`src/core/pfio_pkg.sv`:
```
// shared types and constants for the program-flow and port transfer unit
package pfio_pkg;

  // operation classes handed over by the instruction sequencer
  typedef enum logic [4:0] {
    OP_JUMP, OP_JREL, OP_ALTF, OP_ALTACC, OP_LOOP, OP_CALL, OP_RETURN,
    OP_OSCALL, OP_CSET, OP_CCPL, OP_IN, OP_INA, OP_PTEST, OP_OUT, OP_OUTA,
    OP_WIN, OP_WOUT, OP_BLKIN, OP_BLKOUT
  } pfio_op_t;

  // operand addressing for absolute jump and call
  typedef enum logic [1:0] {AM_DA, AM_IR, AM_RA} pfio_am_t;

  // flag byte layout
  localparam int FL_S  = 7;
  localparam int FL_Z  = 6;
  localparam int FL_H  = 4;
  localparam int FL_PV = 2;
  localparam int FL_N  = 1;
  localparam int FL_C  = 0;

  // condition code encodings
  localparam logic [2:0] CC_NZ = 3'h0;
  localparam logic [2:0] CC_Z  = 3'h1;
  localparam logic [2:0] CC_NC = 3'h2;
  localparam logic [2:0] CC_C  = 3'h3;
  localparam logic [2:0] CC_PO = 3'h4;
  localparam logic [2:0] CC_PE = 3'h5;
  localparam logic [2:0] CC_P  = 3'h6;
  localparam logic [2:0] CC_M  = 3'h7;

  // port pages kept on chip
  localparam logic [7:0]  PAGE_CHIP_HI = 8'hff;
  localparam logic [7:0]  PAGE_CHIP_LO = 8'hfe;
  // os call vector layout: status word, then program counter
  localparam logic [15:0] OS_MSR_OFS   = 16'h0000;
  localparam logic [15:0] OS_PC_OFS    = 16'h0002;
  // stack and address steps
  localparam logic [15:0] STACK_STEP   = 16'h0002;
  localparam logic [15:0] BYTE_STEP    = 16'h0001;
  localparam logic [15:0] WORD_STEP    = 16'h0002;
  localparam logic [15:0] SJ_LEN       = 16'h0002;
  localparam int          CMD_DEPTH    = 8;

  typedef struct packed {
    pfio_op_t    op;
    logic        cond_en;
    logic [2:0]  cc;
    pfio_am_t    amode;
    logic [2:0]  ilen;
    logic [15:0] pc;
    logic [15:0] operand;
    logic [15:0] ir_val;
    logic [15:0] sp;
    logic [7:0]  flags;
    logic [15:0] msr;
    logic [7:0]  acc;
    logic [7:0]  b;
    logic [7:0]  c;
    logic [15:0] hl;
    logic [7:0]  src;
    logic [2:0]  dst_sel;
    logic        dst_mem;
    logic [15:0] mem_addr;
    logic        rpt;
    logic        dec;
    logic        word;
    logic        alt_file;
    logic        alt_acc;
    logic        user_mode;
    logic        io_inhibit;
    logic [7:0]  io_page;
  } pfio_cmd_t;

  typedef struct packed {
    logic [15:0] pc;
    logic [15:0] sp;
    logic [7:0]  flags;
    logic        flags_we;
    logic [15:0] hl;
    logic        hl_we;
    logic [7:0]  b;
    logic        b_we;
    logic        reg_we;
    logic [2:0]  reg_sel;
    logic [7:0]  reg_data;
    logic [15:0] msr;
    logic        msr_we;
    logic        trap;
    logic        resume;
  } pfio_res_t;

  typedef struct packed {
    logic        valid;
    logic        write;
    logic        word;
    logic [15:0] addr;
    logic [15:0] wdata;
  } pfio_mreq_t;

  typedef struct packed {
    logic        ext_valid;
    logic        chip_valid;
    logic        write;
    logic        word;
    logic [23:0] addr;
    logic [15:0] wdata;
  } pfio_preq_t;

  localparam logic [2:0] REG_SEL_A = 3'h7;

endpackage

```
`src/core/pfio_exec.sv`:
```
// program-flow and port transfer execution unit with command fifo
`timescale 1ns/100ps

module pfio_fifo #(
  parameter int W = 8,
  parameter int D = 8
) (
  // clock and reset
  input  wire logic         sys_clk_i,
  input  wire logic         rst_n_i,
  // fill side
  input  wire logic         in_valid_i,
  input  wire logic [W-1:0] in_data_i,
  output logic              in_ready_o,
  // drain side
  output logic              out_valid_o,
  output logic [W-1:0]      out_data_o,
  input  wire logic         out_ready_i
);
  localparam int AW = (D > 1) ? $clog2(D) : 1;

  generate
    if (D < 2 || (D & (D - 1)) != 0) begin : g_bad_depth
      $error("fifo depth must be a power of two, at least 2");
    end
  endgenerate

  logic [W-1:0]  mem_r [D];
  logic [AW-1:0] wp_r;
  logic [AW-1:0] rp_r;
  logic [AW:0]   cnt_r;
  logic [AW:0]   cnt_nxt;
  wire           push_w = in_valid_i && in_ready_o;
  wire           pop_w  = out_valid_o && out_ready_i;

  assign cnt_nxt    = cnt_r + (AW+1)'(push_w) - (AW+1)'(pop_w);
  assign out_data_o = mem_r[rp_r];

  // ready and valid are registered from the next count so both stay honest
  always_ff @(posedge sys_clk_i) begin
    if (!rst_n_i) begin
      wp_r        <= '0;
      rp_r        <= '0;
      cnt_r       <= '0;
      in_ready_o  <= 1'b1;
      out_valid_o <= 1'b0;
    end else begin
      if (push_w) begin
        wp_r <= wp_r + AW'(1);
      end
      if (pop_w) begin
        rp_r <= rp_r + AW'(1);
      end
      cnt_r       <= cnt_nxt;
      in_ready_o  <= cnt_nxt != (AW+1)'(D);
      out_valid_o <= cnt_nxt != '0;
    end
  end

  always_ff @(posedge sys_clk_i) begin
    if (push_w) begin
      mem_r[wp_r] <= in_data_i;
    end
  end
endmodule

module pfio_exec
  import pfio_pkg::*;
#(
  parameter int DEPTH = CMD_DEPTH
) (
  // clock and reset
  input  wire logic        sys_clk_i,
  input  wire logic        rst_n_i,
  // command stream from the sequencer
  input  wire logic        cmd_valid_i,
  input  wire pfio_cmd_t   cmd_i,
  output logic             cmd_ready_o,
  // system context
  input  wire logic        irq_pend_i,
  input  wire logic [15:0] vec_base_i,
  // stack and operand memory
  output pfio_mreq_t       mem_req_o,
  input  wire logic        mem_ack_i,
  input  wire logic [15:0] mem_rdata_i,
  // port bus, external and on-chip
  output pfio_preq_t       port_req_o,
  input  wire logic        port_ack_i,
  input  wire logic [15:0] port_rdata_i,
  // completion
  output logic             done_o,
  output pfio_res_t        res_o
);

  typedef enum logic [3:0] {
    ST_IDLE, ST_DECIDE, ST_PUSH1, ST_PUSH2, ST_POP, ST_VEC1, ST_VEC2,
    ST_PIO, ST_MWR, ST_MRD, ST_DONE
  } pfio_st_t;

  function automatic logic cond_ok(input logic en, input logic [2:0] cc,
                                   input logic [7:0] f);
    logic r;
    r = 1'b1;
    if (en) begin
      case (cc)
        CC_NZ:   r = !f[FL_Z];
        CC_Z:    r = f[FL_Z];
        CC_NC:   r = !f[FL_C];
        CC_C:    r = f[FL_C];
        CC_PO:   r = !f[FL_PV];
        CC_PE:   r = f[FL_PV];
        CC_P:    r = !f[FL_S];
        CC_M:    r = f[FL_S];
        default: r = 1'b1;
      endcase
    end
    return r;
  endfunction

  function automatic logic [7:0] in_flags(input logic [7:0] d,
                                          input logic [7:0] f);
    logic [7:0] r;
    r        = f;
    r[FL_S]  = d[7];
    r[FL_Z]  = d == 8'h00;
    r[FL_H]  = 1'b0;
    r[FL_PV] = ~^d;
    r[FL_N]  = 1'b0;
    return r;
  endfunction

  function automatic pfio_mreq_t mreq(input logic wr, input logic wd,
                                      input logic [15:0] a,
                                      input logic [15:0] d);
    pfio_mreq_t r;
    r.valid = 1'b1;
    r.write = wr;
    r.word  = wd;
    r.addr  = a;
    r.wdata = d;
    return r;
  endfunction

  pfio_st_t   st_r;
  pfio_st_t   st_nxt;
  pfio_cmd_t  cmd_r;
  pfio_cmd_t  cmd_nxt;
  pfio_res_t  res_nxt;
  pfio_mreq_t mreq_nxt;
  pfio_preq_t preq_nxt;
  logic [15:0] dat_r;
  logic [15:0] dat_nxt;
  logic [15:0] tgt_r;
  logic [15:0] tgt_nxt;
  logic        done_nxt;

  logic       fifo_valid;
  pfio_cmd_t  fifo_data;
  wire        fifo_take = st_r == ST_IDLE;

  // the fifo buffers commands while a port or stack cycle is pending and stalls the sequencer only when DEPTH entries are held
  pfio_fifo #(
    .W ($bits(pfio_cmd_t)),
    .D (DEPTH)
  ) u_cmd_fifo (
    .sys_clk_i   (sys_clk_i),
    .rst_n_i     (rst_n_i),
    .in_valid_i  (cmd_valid_i),
    .in_data_i   (cmd_i),
    .in_ready_o  (cmd_ready_o),
    .out_valid_o (fifo_valid),
    .out_data_o  (fifo_data),
    .out_ready_i (fifo_take)
  );

  // decode of the held command
  wire [15:0] seq_pc  = cmd_r.pc + 16'(cmd_r.ilen);
  wire [15:0] jr_tgt  = cmd_r.pc + SJ_LEN +
                        {{8{cmd_r.operand[7]}}, cmd_r.operand[7:0]};
  wire [15:0] abs_tgt = (cmd_r.amode == AM_IR) ? cmd_r.ir_val :
                        (cmd_r.amode == AM_RA) ? seq_pc + cmd_r.operand :
                        cmd_r.operand;
  wire        flag_ok = cond_ok(cmd_r.cond_en, cmd_r.cc, cmd_r.flags);
  wire        taken   = (cmd_r.op == OP_ALTF)   ? cmd_r.alt_file :
                        (cmd_r.op == OP_ALTACC) ? cmd_r.alt_acc : flag_ok;
  wire [7:0]  loop_b  = cmd_r.b - 8'h01;
  wire        is_port = cmd_r.op inside {OP_IN, OP_INA, OP_PTEST, OP_OUT,
                        OP_OUTA, OP_WIN, OP_WOUT, OP_BLKIN, OP_BLKOUT};
  wire        priv_no = is_port && cmd_r.user_mode && cmd_r.io_inhibit;
  wire        is_blk  = cmd_r.op inside {OP_BLKIN, OP_BLKOUT};
  wire        imm_prt = cmd_r.op inside {OP_INA, OP_OUTA};
  wire        is_wr   = cmd_r.op inside {OP_OUT, OP_OUTA, OP_WOUT, OP_BLKOUT};
  wire        is_wd   = cmd_r.op inside {OP_WIN, OP_WOUT} ||
                        (is_blk && cmd_r.word);
  // block forms hold one port address for the whole string
  wire [15:0] port16  = imm_prt ? {cmd_r.acc, cmd_r.operand[7:0]} :
                        is_blk ? {8'h00, cmd_r.c} :
                        {cmd_r.b, cmd_r.c};
  wire        on_chip = cmd_r.io_page == PAGE_CHIP_HI ||
                        cmd_r.io_page == PAGE_CHIP_LO;
  wire [15:0] out_dat = (cmd_r.op == OP_WOUT) ?
                        {cmd_r.hl[7:0], cmd_r.hl[15:8]} :
                        (cmd_r.op == OP_OUTA) ? {8'h00, cmd_r.acc} :
                        (cmd_r.op == OP_OUT) ? {8'h00, cmd_r.src} :
                        cmd_r.word ? dat_r : {8'h00, dat_r[7:0]};
  wire [15:0] step    = cmd_r.word ? WORD_STEP : BYTE_STEP;
  wire [15:0] hl_step = cmd_r.dec ? res_o.hl - step : res_o.hl + step;
  wire [7:0]  blk_b   = res_o.b - 8'h01;
  wire        elem_end = (st_r == ST_MWR && mem_ack_i &&
                          cmd_r.op == OP_BLKIN) ||
                         (st_r == ST_PIO && port_ack_i &&
                          cmd_r.op == OP_BLKOUT);
  wire [15:0] push_sp = res_o.sp - STACK_STEP;

  // port request: page register on the upper lines, on-chip pages
  // never raise the external strobe, and every word size is accepted
  pfio_preq_t port_go;
  always_comb begin
    port_go.ext_valid  = !on_chip;
    port_go.chip_valid = on_chip;
    port_go.write      = is_wr;
    port_go.word       = is_wd;
    port_go.addr       = {cmd_r.io_page, port16};
    port_go.wdata      = out_dat;
  end

  always_comb begin
    st_nxt   = st_r;
    cmd_nxt  = cmd_r;
    res_nxt  = res_o;
    mreq_nxt = mem_req_o;
    preq_nxt = port_req_o;
    dat_nxt  = dat_r;
    tgt_nxt  = tgt_r;
    done_nxt = 1'b0;
    if (mem_ack_i) begin
      mreq_nxt.valid = 1'b0;
    end
    if (port_ack_i) begin
      preq_nxt.ext_valid  = 1'b0;
      preq_nxt.chip_valid = 1'b0;
    end
    case (st_r)
      ST_IDLE: begin
        if (fifo_valid) begin
          cmd_nxt = fifo_data;
          st_nxt  = ST_DECIDE;
        end
      end
      ST_DECIDE: begin
        // start from the incoming state; only listed fields change
        res_nxt          = '0;
        res_nxt.pc       = seq_pc;
        res_nxt.sp       = cmd_r.sp;
        res_nxt.flags    = cmd_r.flags;
        res_nxt.hl       = cmd_r.hl;
        res_nxt.b        = cmd_r.b;
        res_nxt.msr      = cmd_r.msr;
        res_nxt.reg_sel  = cmd_r.dst_sel;
        st_nxt           = ST_DONE;
        if (priv_no) begin
          res_nxt.pc   = cmd_r.pc;
          res_nxt.trap = 1'b1;
        end else begin
          case (cmd_r.op)
            OP_JUMP: begin
              if (taken) begin
                res_nxt.pc = abs_tgt;
              end
            end
            OP_JREL, OP_ALTF, OP_ALTACC: begin
              if (taken) begin
                res_nxt.pc = jr_tgt;
              end
            end
            OP_LOOP: begin
              res_nxt.b    = loop_b;
              res_nxt.b_we = 1'b1;
              if (loop_b != 8'h00) begin
                res_nxt.pc = jr_tgt;
              end
            end
            OP_CALL: begin
              if (taken) begin
                tgt_nxt    = abs_tgt;
                res_nxt.sp = cmd_r.sp - STACK_STEP;
                mreq_nxt   = mreq(1'b1, 1'b1, cmd_r.sp - STACK_STEP,
                                  seq_pc);
                st_nxt     = ST_PUSH1;
              end
            end
            OP_RETURN: begin
              if (taken) begin
                mreq_nxt = mreq(1'b0, 1'b1, cmd_r.sp, 16'h0000);
                st_nxt   = ST_POP;
              end
            end
            OP_OSCALL: begin
              res_nxt.sp = cmd_r.sp - STACK_STEP;
              mreq_nxt   = mreq(1'b1, 1'b1, cmd_r.sp - STACK_STEP,
                                seq_pc);
              st_nxt     = ST_PUSH1;
            end
            OP_CSET: begin
              res_nxt.flags[FL_C] = 1'b1;
              res_nxt.flags[FL_N] = 1'b0;
              res_nxt.flags_we    = 1'b1;
            end
            OP_CCPL: begin
              res_nxt.flags[FL_C] = !cmd_r.flags[FL_C];
              res_nxt.flags[FL_N] = 1'b0;
              res_nxt.flags_we    = 1'b1;
            end
            OP_BLKOUT: begin
              mreq_nxt = mreq(1'b0, cmd_r.word, cmd_r.hl, 16'h0000);
              st_nxt   = ST_MRD;
            end
            OP_IN, OP_INA, OP_PTEST, OP_OUT, OP_OUTA, OP_WIN, OP_WOUT,
            OP_BLKIN: begin
              preq_nxt = port_go;
              st_nxt   = ST_PIO;
            end
            default: st_nxt = ST_DONE;
          endcase
        end
      end
      ST_PUSH1: begin
        if (mem_ack_i) begin
          if (cmd_r.op == OP_OSCALL) begin
            res_nxt.sp = push_sp;
            mreq_nxt   = mreq(1'b1, 1'b1, push_sp, cmd_r.msr);
            st_nxt     = ST_PUSH2;
          end else begin
            res_nxt.pc = tgt_r;
            st_nxt     = ST_DONE;
          end
        end
      end
      ST_PUSH2: begin
        if (mem_ack_i) begin
          mreq_nxt = mreq(1'b0, 1'b1, vec_base_i + OS_MSR_OFS, 16'h0000);
          st_nxt   = ST_VEC1;
        end
      end
      ST_VEC1: begin
        if (mem_ack_i) begin
          res_nxt.msr    = mem_rdata_i;
          res_nxt.msr_we = 1'b1;
          mreq_nxt = mreq(1'b0, 1'b1, vec_base_i + OS_PC_OFS, 16'h0000);
          st_nxt   = ST_VEC2;
        end
      end
      ST_VEC2: begin
        if (mem_ack_i) begin
          res_nxt.pc = mem_rdata_i;
          st_nxt     = ST_DONE;
        end
      end
      ST_POP: begin
        if (mem_ack_i) begin
          res_nxt.pc = mem_rdata_i;
          res_nxt.sp = cmd_r.sp + STACK_STEP;
          st_nxt     = ST_DONE;
        end
      end
      ST_PIO: begin
        if (port_ack_i) begin
          st_nxt = ST_DONE;
          case (cmd_r.op)
            OP_IN: begin
              res_nxt.flags    = in_flags(port_rdata_i[7:0],
                                          cmd_r.flags);
              res_nxt.flags_we = 1'b1;
              if (cmd_r.dst_mem) begin
                mreq_nxt = mreq(1'b1, 1'b0, cmd_r.mem_addr,
                                {8'h00, port_rdata_i[7:0]});
                st_nxt   = ST_MWR;
              end else begin
                res_nxt.reg_we   = 1'b1;
                res_nxt.reg_data = port_rdata_i[7:0];
              end
            end
            OP_INA: begin
              res_nxt.reg_we   = 1'b1;
              res_nxt.reg_sel  = REG_SEL_A;
              res_nxt.reg_data = port_rdata_i[7:0];
            end
            OP_PTEST: begin
              res_nxt.flags    = in_flags(port_rdata_i[7:0],
                                          cmd_r.flags);
              res_nxt.flags_we = 1'b1;
            end
            OP_WIN: begin
              res_nxt.hl    = {port_rdata_i[7:0], port_rdata_i[15:8]};
              res_nxt.hl_we = 1'b1;
            end
            OP_BLKIN: begin
              mreq_nxt = mreq(1'b1, cmd_r.word, res_o.hl,
                              cmd_r.word ? port_rdata_i :
                              {8'h00, port_rdata_i[7:0]});
              st_nxt   = ST_MWR;
            end
            default: st_nxt = ST_DONE;
          endcase
        end
      end
      ST_MWR: begin
        if (mem_ack_i) begin
          st_nxt = ST_DONE;
        end
      end
      ST_MRD: begin
        if (mem_ack_i) begin
          dat_nxt  = mem_rdata_i;
          st_nxt   = ST_PIO;
          preq_nxt = port_go;
          preq_nxt.wdata = cmd_r.word ? mem_rdata_i :
                           {8'h00, mem_rdata_i[7:0]};
        end
      end
      ST_DONE: begin
        done_nxt = 1'b1;
        st_nxt   = ST_IDLE;
      end
      default: st_nxt = ST_IDLE;
    endcase
    // one block element finished: step memory address, count down
    if (elem_end) begin
      res_nxt.hl          = hl_step;
      res_nxt.hl_we       = 1'b1;
      res_nxt.b           = blk_b;
      res_nxt.b_we        = 1'b1;
      res_nxt.flags[FL_Z] = blk_b == 8'h00;
      res_nxt.flags_we    = 1'b1;
      st_nxt              = ST_DONE;
      if (cmd_r.rpt && blk_b != 8'h00) begin
        if (irq_pend_i) begin
          // pc left on this instruction so it restarts after service
          res_nxt.pc     = cmd_r.pc;
          res_nxt.resume = 1'b1;
        end else if (cmd_r.op == OP_BLKIN) begin
          preq_nxt = port_go;
          st_nxt   = ST_PIO;
        end else begin
          mreq_nxt = mreq(1'b0, cmd_r.word, hl_step, 16'h0000);
          st_nxt   = ST_MRD;
        end
      end
    end
  end

  always_ff @(posedge sys_clk_i) begin
    if (!rst_n_i) begin
      st_r       <= ST_IDLE;
      cmd_r      <= '0;
      res_o      <= '0;
      mem_req_o  <= '0;
      port_req_o <= '0;
      dat_r      <= 16'h0000;
      tgt_r      <= 16'h0000;
      done_o     <= 1'b0;
    end else begin
      st_r       <= st_nxt;
      cmd_r      <= cmd_nxt;
      res_o      <= res_nxt;
      mem_req_o  <= mreq_nxt;
      port_req_o <= preq_nxt;
      dat_r      <= dat_nxt;
      tgt_r      <= tgt_nxt;
      done_o     <= done_nxt;
    end
  end

endmodule

```
`config.mk`:
```
export PLATFORM = sky130hd
export DESIGN_NAME = pfio_exec
export DESIGN_NICKNAME = d
export VERILOG_FILES = /design/src/core/pfio_pkg.sv /design/src/core/pfio_exec.sv
export SDC_FILE = /design/constraint.sdc
export NUM_CORES = 2
export LEC_CHECK = 0
export BUFFER_PORTS_ARGS = -buffer_cell sky130_fd_sc_hd__buf_4
export CORE_MARGIN = 2
export CORE_UTILIZATION = 61
export CTS_CLUSTER_DIAMETER = 60
export CTS_CLUSTER_SIZE = 40
export DETAILED_ROUTE_END_ITERATION = 7
export MAX_ROUTING_LAYER = met4
export PLACE_DENSITY = 0.87
export SETUP_SLACK_MARGIN = 0.1
export SYNTH_ARGS = -nofsm -noshare
export SYNTH_HDL_FRONTEND = slang
export SYNTH_SLANG_ARGS = --single-unit
```
`constraint.sdc`:
```
create_clock -name sys_clk_i -period 27.4 [get_ports sys_clk_i]
set_clock_uncertainty 0.05 [all_clocks]
set_input_delay 5.48 -clock sys_clk_i [delete_from_list [all_inputs] [get_ports sys_clk_i]]
set_output_delay 5.48 -clock sys_clk_i [all_outputs]
set_load 0.005 [all_outputs]
```
==> summary.md <==
| Metric | Value |
|---|---|
| Post-CTS setup buffer count | `0` |
| Setup Total Neg Slack | `0 ns` |
| Antenna Nets Post-Route | `0` |
| Average cell area after synthesis | `between 15 and 20 um^2` |
| Register area | `roughly 53000 um^2` |
| CTS tree | `done` |
| Overflow after GRT | `0` |
| Nets | `roughly 5.8k` |
| RSZ-0062 raised after global routing | `false` |
| R2R setup slack | `between 20 and 25 ns` |
| Top Ports | `around 420` |
| Clock buffer depth | `3` |
| Type of element launching the critical path | `input pin` |
| Actual slew at the worst max-slew pin | `1.35 ns` |
| Vias per std cell | `just under 7` |
| Seq/Total Area, Yosys | `67.0%` |
| Worst path depth | `8` |
| R2R depth | `19` |
| Synth cell types | `79` |
| Critical Path Fanout Max | `48` |
| Htree depth | `3` |
| Worst R2R Start | `cmd_r[155]` |
| Cell Pwr Density | `99.6 nW/um^2` |
| Ratio of final minimum period to clock period | `30.7%` |
| Fin util | `68.9%` |
| Required time worst endpoint | `28.01 ns` |
| Final hold vios | `0` |
| Leak | `about 0.029 uW` |
| Final hold slack | `0.410 ns` |
| Post-synthesis async set-or-reset flop share | `0%` |
| Post-CTS Resized | `0` |
| Family with the most delay on the worst path | `simple AND/OR/NAND/NOR gates` |
| Hold_buf cts | `0` |
| Pins Over Slew Limit | `0` |
| Syn Nets | `about 5.5k` |
| Critical Path Sink Type | `flop` |
| Setup-failing EPs final | `0` |
| CP peak stage delay | `1.05 ns` |
| Die width | `~360 um` |
| R2r endpoint | `res_o[97]` |
| Violated checks | `design-rule violations` |
| Critical path type | `input pin to flop` |
| Clock latency on the worst-skew pair | `0.83 ns` |
| Port Buf Inserts | `417` |
| Commonest non-fill, non-tap cell in the layout | `edfxtp_1` |
| Sink Count | `between 1.5k and 2k` |
| Worst EP arrival | `around 9.0 ns` |
| Global-route wire length before repair | `331000 um` |
| Die H | `363 um` |
| WP buf/inv | `1` |
| RePlAce Congestion | `slightly above 1` |
| Post-DP HPWL | `152000 um` |
| Die Area | `between 100000 and 150000 um^2` |
| Post-synth top flop | `edfxtp_1` |
| Drt drc | `8` |
| Initial antenna violation count | `32` |
| YS warnings | `0` |
| Crit path cell chain | `buf_4 -> nand3_1 -> nand2_1 -> nand3_1 -> nand2_1 -> nor2_1 -> a32oi_1 -> o211ai_1` |
| Cell Area, Synth | `78600 um^2` |
| Area grow syn2layout | `11.9%` |
| Status | `finished, violations left` |
| Drt first pass iters | `8` |
| DR iter-0 viols | `7701` |
| Starting Density | `a little over 60%` |
| # rows | `131` |
| Cells after Synth | `5172` |
| FMAX | `0.119 GHz` |
| CP max-delay cell | `nand2_1` |
| Clk Tree Root Cell | `clkbuf_16` |
| Hold WC Path Type | `flop to flop` |
| WL per Instance | `31.8 um` |
| WL final | `231000 um` |
| Area of the multi-input gates | `24500 um^2` |
| Layout cell share with drive strength beyond 1 | `20.7%` |
| Worst setup path endpoint | `mem_req_o[18]` |
| Number of flops mapped to enable cells by yosys | `1480` |
| Fillers | `between 8k and 9k` |
| Synthesized flop and latch total | `1891` |
| Total CTS buffers | `116` |
| Setup WS pre-CTS | `18.38 ns` |
| GRT Resource Usage Total | `a little over a third` |
| Vias in the first global route | `~48k` |
| Relative slew margins | `~10%` |
| Clock transition at the registers of the reported paths | `0.10 ns` |
| Vias | `about 50k` |
| Worst setup path start | `mem_ack_i` |
| Commonest cells after routing, fill and taps aside | `edfxtp_1, buf_4, nor2_1` |
| Minimum clock period after layout | `8.42 ns` |
| Core box area | `128000 um^2` |
| Largest net degree at the start of global routing | `230` |
| Max_cap viols | `0` |
| Setup ws final | `18.98 ns` |
| Peak supply drop | `just over 80 uV` |
## state kept, by name, indices dropped and copies added (netlist names)
register / cells
st_r: 4
done_o: 1
tgt_r: 16
cmd_r: 185
u_cmd_fifo.in_ready_o: 1
u_cmd_fifo.wp_r: 3
port_req_o: 44
u_cmd_fifo.cnt_r: 4
res_o: 98
u_cmd_fifo.mem_r: 1480
u_cmd_fifo.rp_r: 3
dat_r: 16
u_cmd_fifo.out_valid_o: 1
mem_req_o: 35
## stage by stage
stage,std cells,instance area (um^2),total power [uW]
after detailed placement,7001,83400,6640
after floorplan,5172,78600,5670
final,7251,88000,8760
after global routing,7248,88000,9060
after CTS,7223,87900,8690
after global placement,7001,83400,6560
## report_power, final
group	total, uW	internal, uW	switching [uW]	leakage (uW)
Sequential	3950	3500	446	0.0168
Combinational	2750	1070	1680	0.0100
Clock	2060	930	1130	0.00216
Total	8760	5500	3260	0.0290
## cell type report
| type | instances | share of cell area (%) |
|---|---|---|
| flip-flops and latches | 1891 | 59.9 |
| diodes | 28 | 0.0796 |
| clock inverters | 96 | 1.66 |
| multi-input cells | 2878 | 27.8 |
| clock buffers | 126 | 3.46 |
| repair buffers | 513 | 4.45 |
| inverters | 57 | 0.252 |
| well taps | 1662 | 2.36 |
## tightest hold or removal path: stages (launching register included)
cell,delay (ns)
dfxtp_1,0.32
nand2_1,0.05
a21oi_1,0.05
## cell families after synthesis
family,count (synthesis),share of synthesized area (%)
AO/OA/AOI/OAI,987,8.55
multiplexers,609,13.7
AND/OR/NAND/NOR,1075,6.04
adder cells (fa/ha/maj),87,1.43
XOR/XNOR,120,1.34
buffers and inverters,403,1.94
flip-flops,1891,67.0
## how the worst min path moves through the flow
stage / from / endpoint / cells after the start
2_1_floorplan: cmd_r[103] / res_o[62] / 2
3_3_place_gp: tgt_r[15] / tgt_r[15] / 2
3_5_place_dp: tgt_r[15] / tgt_r[15] / 2
4_1_cts: dat_r[3] / dat_r[3] / 2
5_1_grt: tgt_r[10] / tgt_r[10] / 2
6_report: dat_r[1] / dat_r[1] / 2
## synthesized netlist by cell type, types with 27 or more instances
cell type | n | share of area [%]
nand2_1 | 321 | 1.5
o211ai_1 | 31 | 0.30
mux4_2 | 371 | 11
a221oi_1 | 28 | 0.31
xor2_1 | 48 | 0.53
nor2_1 | 432 | 2.1
nand2b_1 | 28 | 0.22
xnor2_1 | 72 | 0.80
ha_1 | 81 | 1.3
nor3_1 | 61 | 0.39
inv_1 | 55 | 0.26
edfxtp_1 | 1480 | 57
a21oi_1 | 239 | 1.5
dfxtp_1 | 411 | 10
o211a_1 | 35 | 0.45
buf_1 | 69 | 0.33
nand3_1 | 77 | 0.49
clkbuf_1 | 273 | 1.3
o21ai_0 | 144 | 0.92
a31oi_1 | 27 | 0.21
a22oi_1 | 42 | 0.40
a211oi_1 | 198 | 1.9
mux2i_1 | 233 | 3.0
o22ai_1 | 31 | 0.25
## routing by layer
layer  up-vias  track usage [%]  part of all wire (%)
li1      20900                -                     -
met1     25200             47.3                    37
met2      3287             53.0                    46
met3       552             10.5                    13
met4         0             14.0                   4.6
met5         -                -                     0
Power figures use the tool's default switching activity.
